==> config.mk <==
export PLATFORM = sky130hd
export DESIGN_NAME = fsp_ctrl
export DESIGN_NICKNAME = d
export VERILOG_FILES = /design/src/fsp_pkg.sv /design/src/fsp_ctrl.sv
export SDC_FILE = /design/constraint.sdc
export NUM_CORES = 2
export LEC_CHECK = 0
export BUFFER_PORTS_ARGS = -buffer_cell sky130_fd_sc_hd__buf_2
export CORE_AREA = 2 2 367 369
export DETAILED_ROUTE_END_ITERATION = 8
export DIE_AREA = 0 0 369 371
export PLACE_DENSITY = 0.53
export SYNTH_ARGS = -nofsm -noshare
export SYNTH_HDL_FRONTEND = slang
export SYNTH_SLANG_ARGS = --single-unit
==> constraint.sdc <==
create_clock -name hclk -period 3.7 [get_ports hclk]
set_clock_uncertainty 0.15 [all_clocks]
set_input_delay 0.185 -clock hclk [delete_from_list [all_inputs] [get_ports hclk]]
set_output_delay 0.185 -clock hclk [all_outputs]
set_load 0.05 [all_outputs]
==> src/fsp_pkg.sv <==
// Purpose: Shared constants and types for the flash self-programming control block
// Assumes: 25 MHz hclk, 16-bit program pointer, 16-bit flash words
// Notes: Offsets are byte addresses on the AHB-Lite register bus

package fsp_pkg;

    // ==========================================================
    // Flash geometry
    // ==========================================================
    localparam int WORD_BITS = 6;
    localparam int PAGE_WORDS = 1 << WORD_BITS;
    localparam int PAGE_W = 15 - WORD_BITS;
    localparam int PTR_W = 16;
    localparam logic [15:0] BUF_ERASED = 16'hffff;

    // ==========================================================
    // Timing
    // ==========================================================
    localparam int CLK_MHZ = 25;
    localparam int PROG_TIME_MIN_US = 3700;
    localparam int PROG_TIME_MAX_US = 4500;
    localparam int CNT_W = 17;
    localparam logic [CNT_W-1:0] PROG_CYC = CNT_W'(PROG_TIME_MIN_US * CLK_MHZ);
    localparam logic [2:0] STORE_WIN = 3'h4;
    localparam logic [2:0] LOAD_WIN = 3'h3;

    // ==========================================================
    // Register map
    // ==========================================================
    localparam logic [5:0] IDX_CTL = 6'h00;
    localparam logic [5:0] IDX_ENG = 6'h01;
    localparam logic [31:0] OFS_CTL = 32'h0000_0000;
    localparam logic [31:0] OFS_ENG = 32'h0000_0004;
    localparam int BIT_SIG = 5;
    localparam int BIT_FUSE_LOCKBYTE_READ = 3;
    localparam int BIT_PAGE_PROGRAM = 2;
    localparam int BIT_PAGE_WIPE = 1;
    localparam int BIT_EN = 0;
    localparam int ENG_PAGE_LSB = 1;
    localparam logic [7:0] CTL_RESET = 8'h00;

    // Legal low-six-bit command patterns
    localparam logic [5:0] PAT_SIG = 6'h21;
    localparam logic [5:0] PAT_CLEAR_PAGE_BUFFER = 6'h11;
    localparam logic [5:0] PAT_FUSE_LOCKBYTE_READ = 6'h09;
    localparam logic [5:0] PAT_PROG = 6'h05;
    localparam logic [5:0] PAT_WIPE = 6'h03;
    localparam logic [5:0] PAT_FILL = 6'h01;

    // ==========================================================
    // Pointer decode for fuse, lock and identity row reads
    // ==========================================================
    localparam logic [15:0] Z_FUSE_LOW = 16'h0000;
    localparam logic [15:0] Z_LOCK = 16'h0001;
    localparam logic [15:0] Z_FUSE_EXT = 16'h0002;
    localparam logic [15:0] Z_FUSE_HIGH = 16'h0003;
    localparam logic [15:0] Z_ID0 = 16'h0000;
    localparam logic [15:0] Z_CAL = 16'h0001;
    localparam logic [15:0] Z_ID1 = 16'h0002;
    localparam logic [15:0] Z_TOFS = 16'h0003;
    localparam logic [15:0] Z_ID2 = 16'h0004;
    localparam logic [15:0] Z_TGAIN = 16'h0005;
    localparam logic [7:0] RESERVED_BYTE = 8'h00;
    localparam logic [5:0] LOCK_PAD = 6'h3f;

    typedef enum logic [2:0] {
        MODE_IDLE, MODE_FILL, MODE_CLEAR, MODE_FUSE, MODE_SIG, MODE_WIPE, MODE_PROG
    } fsp_mode_e;

    typedef struct packed {
        logic ap_valid;
        logic ap_write;
        logic [5:0] ap_idx;
        logic [31:0] rdata;
        fsp_mode_e mode;
        logic [2:0] win;
        logic waiting;
        logic clr_pend;
        logic ld_valid;
        logic [7:0] ld_data;
        logic start;
        logic start_erase;
        logic [PAGE_W-1:0] start_page;
        logic buf_we;
        logic buf_clr;
        logic [WORD_BITS-1:0] buf_idx;
        logic [15:0] buf_wdata;
    } fsp_core_s;

    typedef struct packed {
        logic busy;
        logic erase;
        logic done;
        logic [CNT_W-1:0] cnt;
        logic [PAGE_W-1:0] page;
        logic [15:0] rd_word;
        logic [PAGE_WORDS-1:0][15:0] buffer;
    } fsp_eng_s;

    localparam fsp_core_s CORE_RST = '{
        ap_valid: 1'b0, ap_write: 1'b0, ap_idx: 6'h00, rdata: 32'h0000_0000,
        mode: MODE_IDLE, win: 3'h0, waiting: 1'b0, clr_pend: 1'b1,
        ld_valid: 1'b0, ld_data: 8'h00, start: 1'b0, start_erase: 1'b0,
        start_page: '0, buf_we: 1'b0, buf_clr: 1'b0, buf_idx: '0, buf_wdata: 16'h0000};

    localparam fsp_eng_s ENG_RST = '{
        busy: 1'b0, erase: 1'b0, done: 1'b0, cnt: '0, page: '0,
        rd_word: BUF_ERASED, buffer: {PAGE_WORDS{BUF_ERASED}}};

endpackage : fsp_pkg
==> src/fsp_ctrl.sv <==
// Purpose: Self-programming control for on-chip program flash
// Assumes: Core strobes and data_nvm_write_busy are on hclk; fuse values are static
// Notes: Page buffer and write timer sit on por_n so a system reset never cuts a write
//
// Implementation choices: the address map and register access over AHB-Lite.

`timescale 1ns/1ps
`default_nettype none

module fsp_ctrl #(
    parameter logic [fsp_pkg::CNT_W-1:0] PROG_CYCLES = fsp_pkg::PROG_CYC,
    parameter logic [7:0] ID_BYTE0 = 8'h11, // Arbitrary value
    parameter logic [7:0] ID_BYTE1 = 8'h22, // Arbitrary value
    parameter logic [7:0] ID_BYTE2 = 8'h33  // Arbitrary value
) (
    input wire logic hclk, // Bus clock
    input wire logic hresetn, // System reset
    input wire logic por_n, // Power-on reset of write engine
    input wire logic ce, // Clock enable
    input wire logic hsel, // Slave select
    input wire logic [31:0] haddr, // Address
    input wire logic hwrite, // Write
    input wire logic [2:0] hsize, // Size
    input wire logic [1:0] htrans, // Transfer type
    input wire logic [31:0] hwdata, // Write data
    input wire logic hready, // Bus ready
    output logic [31:0] hrdata, // Read data
    output logic hreadyout, // Slave ready
    output logic hresp, // Response
    input wire logic store_instr, // Store-to-program pulse
    input wire logic load_instr, // Load-from-program pulse
    input wire logic [15:0] pointer_in, // Pointer high and low byte
    input wire logic [15:0] store_word, // Register pair data
    input wire logic [15:0] flash_rword, // Array word at pointer
    output logic [7:0] load_data, // Load result
    output logic load_valid, // Load result strobe
    output logic cpu_halt, // Core stall
    input wire logic data_nvm_write_busy, // Data memory write busy
    input wire logic [7:0] fuse_low_value, // Low fuse byte
    input wire logic [7:0] fuse_high_value, // High fuse byte
    input wire logic [7:0] fuse_extended_value, // Extended fuse byte
    input wire logic protection_bit_a, // Lock bit a
    input wire logic protection_bit_b, // Lock bit b
    input wire logic [7:0] osc_cal_byte, // Oscillator calibration
    input wire logic [7:0] temperature_offset_byte, // Temp offset
    input wire logic [7:0] temperature_gain_byte, // Temp gain
    output logic nvm_busy, // Array operation running
    output logic nvm_erase, // Operation is erase
    output logic [fsp_pkg::PAGE_W-1:0] nvm_page, // Target page
    input wire logic [fsp_pkg::WORD_BITS-1:0] nvm_rd_idx, // Buffer read index
    output logic [15:0] nvm_rd_word // Buffer word, one cycle after index
);

    fsp_pkg::fsp_core_s q, d;
    fsp_pkg::fsp_eng_s eq, ed;

    logic [7:0] ctl_rd;
    logic [31:0] eng_rd;
    logic armed;
    logic [5:0] pat;
    logic ctl_wr;

    localparam int ENG_PAGE_HI = fsp_pkg::ENG_PAGE_LSB + fsp_pkg::PAGE_W - 1;

    // ==========================================================
    // Register read views
    // ==========================================================
    always_comb begin
        ctl_rd = fsp_pkg::CTL_RESET;
        ctl_rd[fsp_pkg::BIT_SIG] = (q.mode == fsp_pkg::MODE_SIG);
        ctl_rd[fsp_pkg::BIT_FUSE_LOCKBYTE_READ] = (q.mode == fsp_pkg::MODE_FUSE);
        ctl_rd[fsp_pkg::BIT_PAGE_PROGRAM] = (q.mode == fsp_pkg::MODE_PROG);
        ctl_rd[fsp_pkg::BIT_PAGE_WIPE] = (q.mode == fsp_pkg::MODE_WIPE);
        ctl_rd[fsp_pkg::BIT_EN] = (q.mode != fsp_pkg::MODE_IDLE);
        eng_rd = 32'h0000_0000;
        eng_rd[0] = eq.busy;
        eng_rd[ENG_PAGE_HI:fsp_pkg::ENG_PAGE_LSB] = eq.page;
    end

    assign armed = (q.mode != fsp_pkg::MODE_IDLE) && !q.waiting;
    assign pat = hwdata[5:0];
    assign ctl_wr = q.ap_valid && q.ap_write && (q.ap_idx == fsp_pkg::IDX_CTL);

    // ==========================================================
    // Sequencer next state
    // ==========================================================
    always_comb begin
        d = q;
        d.ld_valid = 1'b0;
        d.start = 1'b0;
        d.buf_we = 1'b0;
        d.buf_clr = 1'b0;

        // Window expiry, counted from the control write
        if (armed) begin
            if (q.win == 3'h1) begin
                d.mode = fsp_pkg::MODE_IDLE;
                d.win = 3'h0;
            end else begin
                d.win = q.win - 3'h1;
            end
        end

        // Store-to-program instruction
        if (store_instr && armed && !eq.busy) begin
            unique case (q.mode)
                fsp_pkg::MODE_FILL: begin
                    d.buf_we = 1'b1;
                    d.buf_idx = pointer_in[fsp_pkg::WORD_BITS:1];
                    d.buf_wdata = store_word;
                    d.mode = fsp_pkg::MODE_IDLE;
                end
                fsp_pkg::MODE_CLEAR: begin
                    d.mode = fsp_pkg::MODE_IDLE;
                end
                fsp_pkg::MODE_WIPE, fsp_pkg::MODE_PROG: begin
                    d.start = 1'b1;
                    d.start_erase = (q.mode == fsp_pkg::MODE_WIPE);
                    d.start_page = pointer_in[15:fsp_pkg::WORD_BITS+1];
                    d.waiting = 1'b1;
                    // Store on the last window cycle must not lose the op bits
                    d.mode = q.mode;
                end
                fsp_pkg::MODE_FUSE, fsp_pkg::MODE_SIG: begin
                    // Ignored store; leaves the window running down
                    d.start = 1'b0;
                end
                fsp_pkg::MODE_IDLE: begin
                    d.mode = q.mode;
                end
            endcase
        end

        // Load-from-program instruction
        if (load_instr) begin
            d.ld_valid = 1'b1;
            d.ld_data = pointer_in[0] ? flash_rword[15:8] : flash_rword[7:0];
            if (armed && q.mode == fsp_pkg::MODE_FUSE) begin
                d.mode = fsp_pkg::MODE_IDLE;
                d.win = 3'h0;
                unique case (pointer_in)
                    fsp_pkg::Z_LOCK: d.ld_data = {fsp_pkg::LOCK_PAD, protection_bit_b, protection_bit_a};
                    fsp_pkg::Z_FUSE_LOW: d.ld_data = fuse_low_value;
                    fsp_pkg::Z_FUSE_HIGH: d.ld_data = fuse_high_value;
                    fsp_pkg::Z_FUSE_EXT: d.ld_data = fuse_extended_value;
                    default: d.ld_data = fsp_pkg::RESERVED_BYTE;
                endcase
            end else if (armed && q.mode == fsp_pkg::MODE_SIG) begin
                d.mode = fsp_pkg::MODE_IDLE;
                d.win = 3'h0;
                unique case (pointer_in)
                    fsp_pkg::Z_ID0: d.ld_data = ID_BYTE0;
                    fsp_pkg::Z_CAL: d.ld_data = osc_cal_byte;
                    fsp_pkg::Z_ID1: d.ld_data = ID_BYTE1;
                    fsp_pkg::Z_TOFS: d.ld_data = temperature_offset_byte;
                    fsp_pkg::Z_ID2: d.ld_data = ID_BYTE2;
                    fsp_pkg::Z_TGAIN: d.ld_data = temperature_gain_byte;
                    default: d.ld_data = fsp_pkg::RESERVED_BYTE;
                endcase
            end
        end

        // Array operation finished: enable and op bit drop together
        if (q.waiting && eq.done) begin
            d.waiting = 1'b0;
            d.mode = fsp_pkg::MODE_IDLE;
            d.win = 3'h0;
        end

        // Control write lands in the data phase; only one operation at a time
        if (ctl_wr && !q.waiting && !q.start && !eq.busy && !data_nvm_write_busy) begin
            d.win = fsp_pkg::STORE_WIN;
            unique case (pat)
                fsp_pkg::PAT_FILL: d.mode = fsp_pkg::MODE_FILL;
                fsp_pkg::PAT_CLEAR_PAGE_BUFFER: begin
                    d.mode = fsp_pkg::MODE_CLEAR;
                    d.buf_clr = 1'b1;
                end
                fsp_pkg::PAT_FUSE_LOCKBYTE_READ: begin
                    d.mode = fsp_pkg::MODE_FUSE;
                    d.win = fsp_pkg::LOAD_WIN;
                end
                fsp_pkg::PAT_SIG: begin
                    d.mode = fsp_pkg::MODE_SIG;
                    d.win = fsp_pkg::LOAD_WIN;
                end
                fsp_pkg::PAT_PROG: d.mode = fsp_pkg::MODE_PROG;
                fsp_pkg::PAT_WIPE: d.mode = fsp_pkg::MODE_WIPE;
                default: d.win = q.win;
            endcase
        end

        // Buffer erase after system reset, deferred while a write runs
        if (q.clr_pend && !eq.busy && !q.start) begin
            d.clr_pend = 1'b0;
            d.buf_clr = 1'b1;
        end

        // AHB-Lite address phase; read data registered into the data phase
        if (hsel && htrans[1] && hready) begin
            d.ap_valid = 1'b1;
            d.ap_write = hwrite;
            d.ap_idx = haddr[7:2];
            // Writes leave hrdata at zero in their data phase
            unique case ({!hwrite && haddr[31:8] == 24'h00_0000, haddr[7:2]})
                {1'b1, fsp_pkg::IDX_CTL}: d.rdata = {24'h00_0000, ctl_rd};
                {1'b1, fsp_pkg::IDX_ENG}: d.rdata = eng_rd;
                default: d.rdata = 32'h0000_0000;
            endcase
        end else if (hready) begin
            d.ap_valid = 1'b0;
            d.rdata = 32'h0000_0000;
        end
    end

    // ==========================================================
    // Write engine: timer and page buffer, kept alive over system reset
    // ==========================================================
    always_comb begin
        ed = eq;
        ed.done = 1'b0;
        if (q.buf_we) begin
            ed.buffer[q.buf_idx] = q.buf_wdata;
        end
        if (q.buf_clr) begin
            ed.buffer = {fsp_pkg::PAGE_WORDS{fsp_pkg::BUF_ERASED}};
        end
        if (q.start && !eq.busy) begin
            ed.busy = 1'b1;
            ed.erase = q.start_erase;
            ed.page = q.start_page;
            ed.cnt = PROG_CYCLES - 1'b1;
        end else if (eq.busy) begin
            if (eq.cnt == '0) begin
                ed.busy = 1'b0;
                ed.done = 1'b1;
                if (!eq.erase) begin
                    ed.buffer = {fsp_pkg::PAGE_WORDS{fsp_pkg::BUF_ERASED}};
                end
            end else begin
                ed.cnt = eq.cnt - 1'b1;
            end
        end
        ed.rd_word = eq.buffer[nvm_rd_idx];
    end

    // ==========================================================
    // State registers
    // ==========================================================
    always_ff @(posedge hclk or negedge hresetn) begin
        if (!hresetn) begin
            q <= fsp_pkg::CORE_RST;
        end else if (ce) begin
            q <= d;
        end
    end

    // Only power-on clears this; a system reset mid-write lets the timer run out
    always_ff @(posedge hclk or negedge por_n) begin
        if (!por_n) begin
            eq <= fsp_pkg::ENG_RST;
        end else if (ce) begin
            eq <= ed;
        end
    end

    // ==========================================================
    // Outputs
    // ==========================================================
    assign hrdata = q.rdata;
    assign hreadyout = 1'b1;
    assign hresp = 1'b0;
    assign load_data = q.ld_data;
    assign load_valid = q.ld_valid;
    assign cpu_halt = q.start | eq.busy;
    assign nvm_busy = eq.busy;
    assign nvm_erase = eq.erase;
    assign nvm_page = eq.page;
    assign nvm_rd_word = eq.rd_word;

endmodule : fsp_ctrl

`default_nettype wire

**Word level (Yosys, flattened, before mapping)**

Index checks and enable logic that the tools add are counted.

- Register bits: 1161
- Input bits: 183
- Output and inout bits: 71
- Logic and storage cells: 215

- Add/sub/neg operators: 2
- Magnitude comparators: 3
- Equal/unequal tests: 22
- Multiplexer cells: 51
- Bitwise gates (word level): 1
- Reductions and logical operators: 49

Operator list:

| cell | count |
|---|---|
| 1024-bit two-way mux | 6 |
| 1024-bit bitwise mux | 1 |
| 16-bit binary-select mux with 6-bit select | 1 |
| 16-bit demux with 6-bit select | 1 |
| 32-bit two-way mux | 2 |
| 8-bit one-hot mux with 6 select lines | 1 |
| 17-bit two-way mux | 2 |
| 16-bit by 2-bit equality test with 1-bit output, second input constant | 2 |
| 16-bit by 3-bit equality test with 1-bit output, second input constant | 2 |
| 16-bit two-way mux | 2 |
| 8-bit one-hot mux with 4 select lines | 1 |
| 6-bit two-way mux | 5 |
| 24-bit logical NOT | 1 |
| 8-bit two-way mux | 3 |
| 10-bit one-hot mux with 2 select lines | 1 |
| 1-bit logical AND | 19 |
| 18-bit two-way mux | 1 |
| 3-bit one-hot mux with 6 select lines | 1 |
| 17-bit logical NOT | 1 |
| 17-bit by 1-bit subtractor with 17-bit output, second input constant | 1 |
| 16-bit by 1-bit equality test with 1-bit output, second input constant | 1 |
| 16-bit logical NOT | 1 |
| 7-bit equality test, second input constant | 2 |
| 6-bit by 7-bit less-than comparator with 1-bit output, second input constant | 2 |
| 31 further kinds | 68 |

**Logic depth before layout (Yosys ltp)**

- Depth in word-level cells: 11
- Mapped depth: 10
- Depth with buffers taken out: 7

**Worst setup path before layout**

OpenSTA, ideal clock, no wires.

- Kind: flip-flop to flip-flop
- From: register eq[1049] (netlist name)
- To: register eq[414] (netlist name)
- Setup time: 61 ps
- Data arrival time: 2812 ps
- Data required time: 3489 ps
- Setup slack: 677 ps
- Stages on the path, launching flop included: 11
- Path buffers: 3
- Clock period less this slack: 3023 ps
- Cells stage by stage: dfrtp_1 > inv_1 > ha_1 > or3b_2 > or4_4 > or4_1 > buf_2 > buf_6 > nand3_2 > buf_2 > o22a_1

- Word-level cells in the longest chain between the ends: 4

RTL lines:

| element | RTL line | source |
|---|---|---|
| from (decl) | fsp_ctrl.sv:55 | `fsp_pkg::fsp_eng_s eq, ed;` |
| from (signal assigned) | fsp_ctrl.sv:261 | `eq <= fsp_pkg::ENG_RST;` |
| 17-bit logical NOT | fsp_ctrl.sv:234 | `if (eq.cnt == '0) begin` |
| 1024-bit two-way mux | fsp_ctrl.sv:234 |  |
| 1024-bit two-way mux | fsp_ctrl.sv:233 | `end else if (eq.busy) begin` |
| 1024-bit two-way mux | fsp_ctrl.sv:228 | `if (q.start && !eq.busy) begin` |

No other way between the ends.
A chain may end at the register's enable or synchronous reset.

**Final worst setup path**

- From: register q[51] (netlist name)
- To: register q, in the netlist load_data[7]

- Word-level cells in the longest chain between the ends: 5
- Elaborated cells between the ends (all ways): 8
- Classes of those cells: eq/ne (2); mux (2); reduce/logical (4)

RTL lines:

| element | RTL line | source |
|---|---|---|
| from (decl) | fsp_ctrl.sv:54 | `fsp_pkg::fsp_core_s q, d;` |
| from (signal assigned) | fsp_ctrl.sv:252 | `q <= fsp_pkg::CORE_RST;` |
| 3-bit nonzero test | fsp_ctrl.sv:80 | `assign armed = (q.mode != fsp_pkg::MODE_IDLE) && !q.waiting;` |
| 1-bit logical AND | fsp_ctrl.sv:80 |  |
| 1-bit logical AND | fsp_ctrl.sv:148 | `end else if (armed && q.mode == fsp_pkg::MODE_SIG) begin` |
| 8-bit two-way mux | fsp_ctrl.sv:148 |  |
| 8-bit two-way mux * | fsp_ctrl.sv:138 | `if (armed && q.mode == fsp_pkg::MODE_FUSE) begin` |

Mark *: on every way between the ends. The rest lies on a longest branch, timed or not.

==> summary.md <==
| Metric | Value |
|---|---|
| Core area | `132800 sq um` |
| Critical path type | `reg -> reg` |
| GRT Total Usage | `0.2708` |
| Final Util | `0.4729` |
| Gr busiest metal | `met2` |
| Pwr per Cell Area | `512.1 nW/um^2` |
| Synth-to-Final Area Change | `18.60%` |
| Startpoint Class | `register` |
| Max H-tree Level | `4` |
| Non-Filler Instances | `6214` |
| Crit path cell chain | `or3b_2, a21o_1, nor3_1, a222oi_1, dlygate4sd3_1, a21oi_1, dlygate4sd3_1` |
| R2R cell count | `7` |
| Routability cong. | `0.9436` |
| R2R setup slack | `310 ps` |
| Crit path top cell by count | `dlygate4sd3_1` |
| Vias in the first global route | `39.10k` |
| Final setup TNS | `0 ps` |
| Register area share after synthesis | `0.5629` |
| Reg area | `29800 sq um` |
| Worst min path class | `in -> reg` |
| Hold depth | `3` |
| Crit path largest cell delay | `590 ps` |
| Die area | `136900 sq um` |
| Max-slew violations | `0` |
| Total number of vias | `38.46k` |
| Final Instance Area | `62790 sq um` |
| Post-synth EDFFs | `0` |
| Outcome | `complete, but fails checks` |
| CP Capture Type | `register` |
| Leakage | `23.53 nW` |
| Synth Flop Type | `dfstp_2` |
| RSZ-0062 raised after global routing | `false` |
| Largest net degree at the start of global routing | `127` |
| DRC viols | `2` |
| Fin nets | `4525` |
| Worst vdd ir | `426.0 uV` |
| Post-CTS Setup Bufs | `0` |
| Leading cell types in the layout, fill and taps excluded | `1041 x dfstp_2, 620 x o22a_1, 405 x a2bb2oi_1, 258 x mux2i_1, 239 x buf_4` |
| Clock Pin Slew Worst Setup and Hold Paths | `60 ps` |
| CTS root buf | `clkbuf_16` |
| Vias per Instance | `6.190` |
| Final setup viols | `0` |
| Final Hold Vio Count | `0` |
| Met3 Use GR | `0.04849` |
| Remaining global-route overflow | `0` |
| Fin worst setup slack | `305.1 ps` |
| Top Ports | `254` |
| Area of the multi-input gates | `21540 sq um` |
| Clock Latency Late Sink | `770 ps` |
| Die X-Extent | `369 um` |
| Failing checks | `design-rule violations` |
| 1st-iter DRT viols | `2973` |
| Min Tclk post-route | `3395 ps` |
| Clock Tree Buf Depth | `3` |
| Ys async rst share | `1.000` |
| Fill cell count | `11.88k` |
| Flops & latches, synth | `1139` |
| Initial antenna violation count | `3` |
| Clk sink count | `1139` |
| DR pass1 iterations | `9` |
| TritonCTS clock tree | `yes` |
| Post-Place Setup Slack | `409.2 ps` |
| Max-Cap Viols | `0` |
| Worst-path maximum fanout | `11` |
| Grt met2 use | `0.4162` |
| Max Clk Rate | `0.2946 GHz` |
| Share of layout cells above drive strength 1 | `0.4479` |
| Cell Area, Synth | `52950 sq um` |
| Worst relative slew slack | `0.1784` |
| Drt total wl | `186.0 mm` |
| Ratio of final minimum period to clock period | `0.9175` |
| Detailed placement HPWL | `122.7 mm` |
| WP data required | `4240 ps` |
| Tightest Pin Transition | `1230 ps` |
| Post-DR wirelength/cell | `29.94 um` |
| Avg Cell Area, Syn | `13.20 sq um` |
| CTS Buf Count | `131` |
| First-pass GRT wire length | `273.3 mm` |
| Synth warn | `0` |
| Initial Util | `0.3987` |
| Dpl cell area | `57220 sq um` |
| Met1 usage in global routing | `0.3691` |
| Most common cell after layout, fill and taps aside | `dfstp_2` |
| Dpl cells | `5866` |
| Buffers added on ports | `197` |
| Slowest stage cell, crit path | `dlygate4sd3_1` |
| # rows | `134` |
| Die Y | `371 um` |
| Cells after Synth | `4010` |
| Yosys cell types | `75` |
| Critical Path AT | `3940 ps` |
| ANT nets after route | `0` |
==> registers in the layout (all words and copies together), names as in the netlist <==
signal / flops
eq: 1042
nvm_rd_word: 16
nvm_busy: 1
q: 51
nvm_erase: 1
load_valid: 1
load_data: 8
hrdata: 10
nvm_page: 9
==> Yosys cell counts, types with 7 or more instances <==
cell | count | area share
a2111oi_0 | 15 | 0.0025
a211oi_1 | 64 | 0.0091
a21o_1 | 8 | 0.0011
a21oi_1 | 62 | 0.0059
a22o_1 | 23 | 0.0038
a22oi_1 | 49 | 0.0069
a2bb2oi_1 | 405 | 0.067
a31oi_1 | 43 | 0.0051
buf_1 | 34 | 0.0024
buf_2 | 77 | 0.0073
buf_4 | 71 | 0.010
clkbuf_1 | 226 | 0.016
dfrtp_1 | 98 | 0.046
dfstp_2 | 1041 | 0.52
inv_1 | 14 | 0.00099
mux2_2 | 60 | 0.013
mux2i_1 | 258 | 0.049
mux4_2 | 146 | 0.062
nand2_1 | 172 | 0.012
nand2b_1 | 9 | 0.0011
nand3_1 | 23 | 0.0022
nand3_2 | 7 | 0.0013
nor2_1 | 127 | 0.0090
nor2b_1 | 52 | 0.0061
nor3_1 | 24 | 0.0023
nor3b_1 | 7 | 0.00099
nor4_1 | 17 | 0.0020
o211ai_1 | 56 | 0.0079
o21ai_0 | 30 | 0.0028
o22a_1 | 620 | 0.10
o22ai_1 | 37 | 0.0044
o311ai_1 | 8 | 0.0013
or3_1 | 32 | 0.0038
==> area by class of cell <==
type,instances,area share
multi-input cells,2469,0.3430
repair buffers,583,0.07516
flip-flops and latches,1139,0.4747
clock inverters,33,0.007572
well taps,1768,0.03523
diodes,3,0.0001196
inverters,15,0.0008967
clock buffers,204,0.06340
==> final timing paths <==
path                               start      endpoint
setup / recovery                   q[51]  load_data[7]
hold reg to reg                    q[25]   nvm_page[1]
hold / removal             store_word[0]          q[0]
setup reg to reg                   q[51]  load_data[7]
max in group asynchronous          por_n       eq[260]
min in group asynchronous          por_n       eq[591]
==> cell families after synthesis <==
group / count (synthesis) / synth area share
simple gates: 524 / 0.04934
other cells: 2 / 0.0001418
compound gates: 1448 / 0.2252
xor+xnor: 4 / 0.0006618
mux: 464 / 0.1236
fa+ha+maj: 5 / 0.001087
buf+inv: 424 / 0.03705
flops: 1139 / 0.5629
==> critical path: cells and delay by family (launching register included) <==
family                 cells  cell delay, ps
AO/OA/AOI/OAI              3             460
buffers and inverters      2            1150
flip-flops                 1             540
AND/OR/NAND/NOR            2            1030
==> layer usage <==
metal | vias to the layer above | part of all wire | routed length (um)
li1 | 16340 | - | -
met1 | 20390 | 0.43 | 79810
met2 | 1426 | 0.46 | 84730
met3 | 304 | 0.064 | 11960
met4 | 0 | 0.051 | 9547
met5 | - | 0 | 0
==> power by group <==
group	internal (mW)	switching, mW	leakage [nW]
registers	12.9	0.582	12.2
logic	1.62	3.67	9.13
clock network	8.05	5.34	2.18
total	22.6	9.60	23.5
==> what timing repair did <==
action,4_1_cts,5_1_grt
hold endpoints to repair,211,0
setup endpoints to repair,0,1
gates resized for setup,0,1
hold buffers,108,0
==> per-stage QoR <==
stage | power [mW] | hold slack, ps
global route | 33.21 | 34.55
detailed placement | 18.67 | 206.6
finish | 32.15 | 40.50
global placement | 18.64 | 205.6
floorplan | 15.92 | -260.6
CTS | 32.33 | 0.5178
Power figures use the tool's default switching activity.
